`src/design/irq_status_cfg.svh`:
```
// Bit positions, reset values and masks of the interrupt status bytes.
// Assumes inclusion by bare name from design files.
`ifndef IRQ_STATUS_CFG_SVH
`define IRQ_STATUS_CFG_SVH
// Low byte flag positions
`define LOW_BIT_REF_THREE 7
`define LOW_BIT_REF_TWO   3
`define LOW_BIT_REF_ONE   2
// Mid byte flag positions
`define MID_BIT_MODE      7
`define MID_BIT_LOOP_FAIL 6
`define MID_BIT_REF_FOUR  0
// Reset values
`define LOW_RESET 8'hFF
`define MID_RESET 8'h7F
// Implemented bit masks
`define LOW_MASK 8'h8C
`define MID_MASK 8'hC1
// Missing cycles that declare loop reference failure
`define LOOP_MISS_COUNT 2
`endif

```
`src/design/irq_status_pkg.sv`:
```
// Types shared by the interrupt status logic.
// Assumes nothing of its surroundings.
package irq_status_pkg;
  typedef logic [7:0] status_byte_t;   // One status byte
  typedef logic [2:0] op_mode_t;       // Operating mode code
endpackage

```
`src/design/timing_source_irq_status.sv`:
```
// Sticky interrupt status bytes [7:0] and [15:8] of a timing source.
// Assumes validity inputs and loop clock are asynchronous; mode is on clock.
`timescale 1ns/1ps
`default_nettype none
`include "irq_status_cfg.svh"
// How it works
// Bit7 low sets on input three change
// Bit3 low sets on input two change
// Bit2 low sets on input one change
// Writing one clears; zero leaves flag
// Mid bit7 sets on operating mode change
// Mid bit6 on two missing cycles, locked
// Bytes reset to FF and 7F
// Mid bit0 sets on input four change
// Unused bits set only by reset; set beats clear
module timing_source_irq_status
  import irq_status_pkg::*;
#(
  parameter int MISS_LIMIT = 16   // Clocks without a loop edge that count one missing cycle
) (
  // Clock and reset
  input  wire logic                    clock,
  input  wire logic                    rst_n,
  // Input clock monitors (asynchronous levels)
  input  wire logic                    ref_input_one_valid,
  input  wire logic                    ref_input_two_valid,
  input  wire logic                    ref_input_three_valid,
  input  wire logic                    ref_input_four_valid,
  // Mode state machine (same clock)
  input  wire irq_status_pkg::op_mode_t op_mode,
  input  wire logic                    free_run_or_holdover,
  // Primary loop reference (asynchronous)
  input  wire logic                    primary_loop_ref,
  // Register port
  input  wire logic                    low_wr,
  input  wire logic                    mid_wr,
  input  wire irq_status_pkg::status_byte_t wr_data,
  output var irq_status_pkg::status_byte_t low_status_q,
  output var irq_status_pkg::status_byte_t mid_status_q
);
  import irq_status_pkg::*;

  localparam int NSYNC = 5;   // Four validity levels plus loop reference

  // Whole-byte reset images; every position, used or not, starts from these
  localparam status_byte_t LOW_RESET_IMG = `LOW_RESET;
  localparam status_byte_t MID_RESET_IMG = `MID_RESET;

  // Synchroniser stages and previous levels
  logic [NSYNC-1:0] meta_q;   // First stage, read only by second
  logic [NSYNC-1:0] sync_q;   // Second stage
  logic [NSYNC-1:0] prev_q;   // Last synchronised level
  logic [NSYNC-1:0] change;   // Change pulses
  op_mode_t         mode_prev_q;
  logic             mode_seen_q;   // Mode history valid after first clock
  logic [1:0]       sync_arm_q;    // Validity history holds real pin levels
  logic [15:0]      gap_q;         // Clocks since last loop edge or missed cycle
  logic [1:0]       miss_q;        // Consecutive missing cycles
  logic             fail_pulse;
  logic             mode_pulse;
  logic [7:0]       low_clr;
  logic [7:0]       mid_clr;
  logic [7:0]       low_set;
  logic [7:0]       mid_set;
  logic [7:0]       low_flags;
  logic [7:0]       mid_flags;

  // Two-flop synchronisers for all pin inputs
  always_ff @(posedge clock or negedge rst_n) begin
    if (!rst_n) begin
      meta_q <= '0;
      sync_q <= '0;
    end else begin
      meta_q <= {primary_loop_ref, ref_input_four_valid, ref_input_three_valid,
                 ref_input_two_valid, ref_input_one_valid};
      sync_q <= meta_q;
    end
  end

  // Previous level and arming. The synchroniser resets to zero while the
  // pins usually idle high, so comparing too early would raise a false
  // change on release. Change detection waits until both sync_q and prev_q
  // carry sampled pin levels, which takes three edges after release.
  // Limitation: a validity change before the first edge after release is not reported.
  always_ff @(posedge clock or negedge rst_n) begin
    if (!rst_n) begin
      prev_q      <= '0;
      mode_prev_q <= '0;
      mode_seen_q <= 1'b0;
      sync_arm_q  <= 2'b00;
    end else begin
      prev_q      <= sync_q;
      mode_prev_q <= op_mode;
      mode_seen_q <= 1'b1;
      sync_arm_q  <= {sync_arm_q[0], mode_seen_q};
    end
  end

  // Either-direction changes of validity, only once the history is armed
  assign change     = sync_arm_q[1] ? (sync_q ^ prev_q) : '0;
  assign mode_pulse = mode_seen_q && (op_mode != mode_prev_q);

  // Missing-cycle detector: a gap of MISS_LIMIT clocks is one missed cycle
  always_ff @(posedge clock or negedge rst_n) begin
    if (!rst_n) begin
      gap_q  <= '0;
      miss_q <= '0;
    end else if (change[4] || free_run_or_holdover) begin
      gap_q  <= '0;
      miss_q <= '0;
    end else if (gap_q >= 16'(MISS_LIMIT - 1)) begin
      gap_q <= '0;
      if (miss_q != 2'(`LOOP_MISS_COUNT)) begin
        miss_q <= miss_q + 2'd1;
      end
    end else begin
      gap_q <= gap_q + 16'd1;
    end
  end

  // Fail pulse on the second consecutive missed cycle, never in free-run or holdover
  assign fail_pulse = !free_run_or_holdover && !change[4]
                      && (gap_q >= 16'(MISS_LIMIT - 1))
                      && (miss_q == 2'(`LOOP_MISS_COUNT - 1));

  // Event routing into bit positions
  always_comb begin
    low_set = 8'h00;
    mid_set = 8'h00;
    low_set[`LOW_BIT_REF_THREE] = change[2];
    low_set[`LOW_BIT_REF_TWO]   = change[1];
    low_set[`LOW_BIT_REF_ONE]   = change[0];
    mid_set[`MID_BIT_MODE]      = mode_pulse;
    mid_set[`MID_BIT_LOOP_FAIL] = fail_pulse;
    mid_set[`MID_BIT_REF_FOUR]  = change[3];
  end

  // Write-one clear strobes
  assign low_clr = low_wr ? wr_data : 8'h00;
  assign mid_clr = mid_wr ? wr_data : 8'h00;

  // One sticky flag per bit position. Positions with no event source have
  // their set input held at zero by the routing above: after reset they show
  // the byte's reset image, and once written with one they read zero for good.
  for (genvar i = 0; i < 8; i++) begin : g_bits
    sticky_flag #(.RESET_VAL(LOW_RESET_IMG[i])) u_low (
      .clock       (clock),
      .rst_n       (rst_n),
      .set_pulse   (low_set[i]),
      .clear_pulse (low_clr[i]),
      .flag_q      (low_flags[i])
    );
    sticky_flag #(.RESET_VAL(MID_RESET_IMG[i])) u_mid (
      .clock       (clock),
      .rst_n       (rst_n),
      .set_pulse   (mid_set[i]),
      .clear_pulse (mid_clr[i]),
      .flag_q      (mid_flags[i])
    );
  end

  // Outputs straight from the flag flip-flops
  assign low_status_q = low_flags;
  assign mid_status_q = mid_flags;

  // Assertions
  property p_ref_one_sets;
    @(posedge clock) disable iff (!rst_n) change[0] |=> low_status_q[2];
  endproperty
  a_ref_one_sets: assert property (p_ref_one_sets) else $error("ref one flag not set");
  property p_ref_two_sets;
    @(posedge clock) disable iff (!rst_n) change[1] |=> low_status_q[3];
  endproperty
  a_ref_two_sets: assert property (p_ref_two_sets) else $error("ref two flag not set");
  property p_ref_three_sets;
    @(posedge clock) disable iff (!rst_n) change[2] |=> low_status_q[7];
  endproperty
  a_ref_three_sets: assert property (p_ref_three_sets) else $error("ref three flag");
  property p_ref_four_sets;
    @(posedge clock) disable iff (!rst_n) change[3] |=> mid_status_q[0];
  endproperty
  a_ref_four_sets: assert property (p_ref_four_sets) else $error("ref four flag");
  property p_mode_sets;
    @(posedge clock) disable iff (!rst_n)
      mode_seen_q && (op_mode != $past(op_mode)) |=> mid_status_q[7];
  endproperty
  a_mode_sets: assert property (p_mode_sets) else $error("mode flag not set");
  property p_no_fail_holdover;
    @(posedge clock) disable iff (!rst_n)
      free_run_or_holdover && !mid_status_q[6] |=> !mid_status_q[6];
  endproperty
  a_no_fail_holdover: assert property (p_no_fail_holdover) else $error("fail in holdover");
  property p_clear_one;
    @(posedge clock) disable iff (!rst_n)
      low_wr && wr_data[2] && !change[0] |=> !low_status_q[2];
  endproperty
  a_clear_one: assert property (p_clear_one) else $error("write one did not clear");
  property p_zero_keeps;
    @(posedge clock) disable iff (!rst_n)
      low_status_q[7] && !(low_wr && wr_data[7]) |=> low_status_q[7];
  endproperty
  a_zero_keeps: assert property (p_zero_keeps) else $error("flag lost without clear");
  // Positions with no event source may be cleared but must never come back
  property p_unused_zero;
    @(posedge clock) disable iff (!rst_n)
      ((low_status_q & ~`LOW_MASK) == 8'h00) && ((mid_status_q & ~`MID_MASK) == 8'h00)
      |=> ((low_status_q & ~`LOW_MASK) == 8'h00) && ((mid_status_q & ~`MID_MASK) == 8'h00);
  endproperty
  a_unused_zero: assert property (p_unused_zero) else $error("unused bit set");
  // A mode change on the very edge of its clearing write must survive
  property p_set_wins;
    @(posedge clock) disable iff (!rst_n)
      mode_pulse && mid_wr && wr_data[7] |=> mid_status_q[7];
  endproperty
  a_set_wins: assert property (p_set_wins) else $error("clear beat set");
  // Main scenarios: loop failure, clearing write, validity change, set against clear
  c_fail: cover property (@(posedge clock) disable iff (!rst_n) fail_pulse);
  c_clear: cover property (@(posedge clock) disable iff (!rst_n) mid_wr && wr_data[7]);
  c_change: cover property (@(posedge clock) disable iff (!rst_n) change[2]);
  c_set_wins: cover property (@(posedge clock) disable iff (!rst_n) mode_pulse && mid_wr);
endmodule
`default_nettype wire

```
`src/design/sticky_flag.sv`:
```
// One sticky flag: set by a pulse, cleared by a write-one strobe.
// Assumes set and clear come from the same clock domain.
`timescale 1ns/1ps
`default_nettype none
module sticky_flag #(
  parameter logic RESET_VAL = 1'b0
) (
  // Clock and reset
  input  wire logic clock,
  input  wire logic rst_n,
  // Control
  input  wire logic set_pulse,
  input  wire logic clear_pulse,
  // State
  output logic      flag_q
);
  // Set wins over clear so a coincident event is never lost
  always_ff @(posedge clock or negedge rst_n) begin
    if (!rst_n) begin
      flag_q <= RESET_VAL;
    end else if (set_pulse) begin
      flag_q <= 1'b1;
    end else if (clear_pulse) begin
      flag_q <= 1'b0;
    end
  end
endmodule
`default_nettype wire

```
`config.mk`:
```
export PLATFORM = sky130hd
export DESIGN_NAME = timing_source_irq_status
export DESIGN_NICKNAME = d
export VERILOG_FILES = /design/src/design/irq_status_pkg.sv /design/src/design/timing_source_irq_status.sv /design/src/design/sticky_flag.sv
export VERILOG_INCLUDE_DIRS = /design/src /design/src/design
export SDC_FILE = /design/constraint.sdc
export NUM_CORES = 1
export LEC_CHECK = 0
export ABC_AREA = 1
export BUFFER_PORTS_ARGS = -buffer_cell sky130_fd_sc_hd__buf_2
export CELL_PAD_IN_SITES_DETAIL_PLACEMENT = 0
export CELL_PAD_IN_SITES_GLOBAL_PLACEMENT = 2
export CORE_ASPECT_RATIO = 1.75
export CORE_MARGIN = 3
export CORE_UTILIZATION = 38
export CTS_BUF_LIST = sky130_fd_sc_hd__clkbuf_4 sky130_fd_sc_hd__clkbuf_8
export CTS_CLUSTER_SIZE = 10
export DETAILED_ROUTE_END_ITERATION = 7
export HOLD_SLACK_MARGIN = 0.1
export PLACE_DENSITY = 0.86
export SYNTH_ARGS = -nofsm -noshare
export SYNTH_HDL_FRONTEND = slang
export SYNTH_SLANG_ARGS = --single-unit
```
`constraint.sdc`:
```
create_clock -name clock -period 1.4 [get_ports clock]
set_input_delay 0.21 -clock clock [delete_from_list [all_inputs] [get_ports clock]]
set_output_delay 0.21 -clock clock [all_outputs]
set_load 0.005 [all_outputs]
```
# [Word level (Yosys, flattened, before mapping)]
# Cells that the tools add are included.
[totals] input_bits=21 ram_bits=0 memories=0 latch_bits=0 romBits=0 output_inout_bits=16 ff_bits=55 elab_cells=67
[classes] bitwise_logic=1 div=0 muxes=20 reduce_logical=16 multipliers=0 n_eq_ne=3 magnitude_cmp=1 n_addsub=2 shift=0
[ops] operator="$mux W16" n=2
[ops] operator="$add A16 B1 Y16 const B" n=1
[ops] operator="$ge A16 B4 Y1 const B" n=1
[ops] operator="$mux W8" n=2
[ops] operator="$reduce_bool A2 Y1" n=8
[ops] operator="$mux W1" n=12
[ops] operator="$mux W2" n=3
[ops] operator="$mux W5" n=1
[ops] operator="$xor A5 B5 Y5" n=1
[ops] operator="$logic_and A1 B1 Y1" n=4
[ops] operator="$ne A3 B3 Y1" n=1
[ops] operator="$add A2 B1 Y2 const B" n=1
[ops] operator="$eq A2 B1 Y1 const B" n=1
[ops] operator="$logic_not A1 Y1" n=2
[ops] operator="$ne A2 B2 Y1 const B" n=1
[ops] operator="$reduce_and A2 Y1" n=1
[ops] operator="$logic_or A1 B1 Y1" n=1

# [Longest topological paths before layout]
[logic_depth] depth_word=7 mapped_depth=8 ltp_nobuf=8

# [Modules after synthesis]
# A second synthesis with hierarchy kept.
[hier_totals] cells_unflattened=213 hier_area_um2=2085.8
[by_module_without_submodules] module="timing_source_irq_status" n_inst=1 seq_area_each_um2=975.9 area_per_inst_um2=1426.4 cells_per_inst=133
[by_module_without_submodules] module="sticky_flag (g_bits[0].u_low ...)" n_inst=15 seq_area_each_um2=26.3 area_per_inst_um2=41.3 cells_per_inst=5
[by_module_without_submodules] module="sticky_flag (g_bits[7].u_mid)" n_inst=1 seq_area_each_um2=25.0 area_per_inst_um2=40.0 cells_per_inst=5

# [Worst setup path before layout]
# No wires, ideal clock.
[synth_timing] kind="reg2reg" start="reg gap_q[0]" end="reg miss_q[0]" arrival_ns=1.092 required_time_ns=1.281 n_path_buf=0 stages_incl_launch_ff=8 path_slack_ns=0.189 synth_period_minus_slack_ns=1.211 setup_time_ns=0.119 path_cell_list="dfrtp_1 ha_1 nand2_1 nor2_1 nor2_1 nand2_2 a21oi_1 nor2_1"
[synth_via] elab_chain_cells=3
[synth_rtl] item="start, declared" line_no="timing_source_irq_status.sv:57" source="logic [15:0] gap_q;"
[synth_rtl] item="start signal, assigned" line_no="timing_source_irq_status.sv:117" source="gap_q <= gap_q + 16'd1;"
[synth_rtl] item="$ge A16 B4 Y1" line_no="timing_source_irq_status.sv:111" source="end else if (gap_q >= 16'(MISS_LIMIT - 1)) begin"
[synth_rtl] item="$reduce_bool A2 Y1 (no source line)"
[synth_rtl] item="$reduce_and A2 Y1 (no source line)"
[synth_rtl] item="end signal, assigned" line_no="timing_source_irq_status.sv:114" source="miss_q <= miss_q + 2'd1;"
[synth_rtl] item="end, declared" line_no="timing_source_irq_status.sv:58" source="logic [1:0] miss_q;"
# Every way passes these cells.
# A chain may end at the register's enable or synchronous reset.

# [Worst setup path in the final report]
[layout_timing] start="reg gap_q[0]" end="reg miss_q[1]"
# The elaborated chain is that of the path after synthesis.

==> results.cfg <==
[outcome]
status = finished clean

[worst_setup_path]
cp_slowest_stage_delay_ns = 0.40
crit_type = flop to flop
startpoint = gap_q[0]
crit_required_ns = 1.59
cp_slowest_cell = dfrtp_1
cpMostUsedCell = nor2_1
crit_path_end_kind = flop
path_cells = ha_1 > nand2_1 > nor2_1 > nor2_2 > nand2_2 > a21oi_1 > nor2_1
reg2reg_from = gap_q[0]
cp.buffers_inverters = 0
worstPathMaxFanout = 5
crit_cells = 7
critPathArrivalTime_ns = 1.50
critPathCapture = miss_q[1]
rrSetupSlack_ns = 0.09
rr_worst_depth = 7
worst_setup_path_start_kind = flop
rr_endpoint = miss_q[1]
crit_family = simple AND/OR/NAND/NOR gates

[final_layout]
synthToLayoutAreaGrowth_pct = 24.15
drive_gt1_frac = 0.3365
multi_input_area_sq_um = 489.2
antenna_cells = 0
seq_area_sq_um = 1395
fin_nets = 234
final_cell_mix = dfrtp_1 (40), buf_2 (36), nand2_1 (23), dlygate4sd3_1 (16), dfstp_2 (15)
fillCellCount = 474
mostFrequentLayoutCell = dfrtp_1

[sta]
slew_viol_final = 0
hold_ws_ns = 0.1708
rsz0062_at_grt = false
fmax_ghz = 0.7659
post-route-min-period_ns = 1.306
final-setup-viol-count = 0
finalClockSkew_ns = 0.005725
min_period_over_period = 0.9326
fin_tns_setup_ns = 0
hold_viol = 0

[die]
ios = 37
dieWidth_um = 60.56
rows = 34
coreArea_sq_um = 5020
floorplan.initialDensity = 0.3943
fp.dieArea_sq_um = 6145
fp.dieH_um = 101.5

[detailed_routing]
drc = 0
drt_pass1_iterations = 4
wl_mm = 2.953
ant_nets = 0
vias_per_cell = 4.430
wl_per_cell_um = 11.14
drtIter0Drc = 17
vias = 1174

[clocking]
clock_latency_ns = 0.30
clock_sinks = 55
ctsLongestPathBuffers = 2
htree_levels = 2
cts_made_buffers = 5
tritoncts = done
clk_pin_slew_ns = 0.09
root_buffer = clkbuf_8

[synthesis]
yosys_warnings = 0
synth_area_sq_um = 1979
syn_inst = 153
synth_cell_type_count = 21
seq_area_frac_synth = 0.7048
synth_seq_cells = 55
synth_area_per_cell_sq_um = 12.94

[placed_design]
globalplace.congestion = 0.6647
port_buffers = 36
dp_hpwl_mm = 2.136

[flow_run]
maxCapViolCount = 0

[pwr]
vdd_drop_max_mv = 0.6753
power_density_nw_per_um2 = 1217
p_leak_nw = 1.148

[global_route]
overflow = 0
grt_pass1_vias = 1151
antenna_found_initial = 0
grt_max_degree = 56
grt_usage = 0.1076
grt_pass1_wl_mm = 4.857

[min_path]
min_path_type = input pin to flop
min-delay-start = mid_wr
[per-layer routing]
layer | vias up | routed length, um | global-route usage
met5 | - | 0 | 0
met1 | 557 | 1166 | 0.1176
li1 | 577 | - | -
met4 | 0 | 57 | 0.05342
met3 | 6 | 146 | 0.03189
met2 | 34 | 1583 | 0.1842
[through the flow]
| step | instance area, sq um | setup slack [ns] | std cells | total power, mW | util |
|---|---|---|---|---|---|
| 3_3_place_gp | 2168 | 0.1583 | 239 | 1.945 | 0.4320 |
| 2_1_floorplan | 2021 | 0.1887 | 164 | 1.870 | - |
| 4_1_cts | 2444 | 0.01888 | 263 | 3.043 | 0.4868 |
| 3_5_place_dp | 2168 | 0.03972 | 239 | 1.962 | 0.4320 |
| 6_report | 2457 | 0.09439 | 265 | 2.991 | 0.4895 |
| 5_1_grt | 2457 | 0.005959 | 265 | 3.139 | 0.4895 |
[how the worst min path moves through the flow]
stage,end,slack [ns],cells past startpoint
2_1_floorplan,g_bits[7].u_mid.flag_q,-0.09,0
3_3_place_gp,gap_q[5],0.22,2
3_5_place_dp,gap_q[6],0.22,2
4_1_cts,g_bits[7].u_mid.flag_q,0.16,4
5_1_grt,g_bits[1].u_low.flag_q,0.17,2
6_report,g_bits[2].u_mid.flag_q,0.17,2
[flip-flops by register name, summed over array words and instances, names as in the netlist]
register,count
sync_q,5
sync_arm_q,2
meta_q,5
mode_prev_q,3
miss_q,2
prev_q,5
g_bits.u_mid.flag_q,8
mode_seen_q,1
g_bits.u_low.flag_q,8
gap_q,16
[cell families after synthesis]
group | synth area share
adder cells (fa/ha/maj) | 0.01897
other | 0.003794
flip-flops | 0.7048
buffers and inverters | 0.07206
AND/OR/NAND/NOR | 0.1150
AO/OA/AOI/OAI | 0.06321
XOR/XNOR | 0.02212
[report_power, final]
group	total, mW	internal, mW	switching [mW]
registers	1.72	1.68	0.0385
clock network	1.03	0.539	0.494
logic	0.235	0.121	0.115
total	2.99	2.34	0.648
[synth_stat cells (all sizes together)]
master,count,share of area
inv,6,0.011
nand3,6,0.015
xor2,1,0.0044
nor3,3,0.0076
nor2,11,0.022
ha,3,0.019
or2,5,0.016
nor3b,1,0.0063
buf,16,0.061
a21boi,10,0.038
a32o,4,0.020
xnor2,4,0.018
nand2,24,0.048
dfstp,15,0.20
dfrtp,40,0.51
conb,2,0.0038
a21oi,2,0.0051
[what timing repair did]
action | 4_1_cts | 5_1_grt
buffers inserted | 0 | 1
hold buffers | 16 | 0
hold endpoints to repair | 58 | 0
endpoints found under the setup margin | 0 | 4
resized for setup | 0 | 1
[layout make-up]
cell class | count | share of cell area
clock buffer | 5 | 0.02800
clock inverter | 3 | 0.01884
inverter | 6 | 0.009165
multi-input combinational | 88 | 0.1991
sequential | 55 | 0.5677
tap | 54 | 0.02749
timing repair buffer | 54 | 0.1497
No activity file was read; power rests on OpenSTA's default activity.
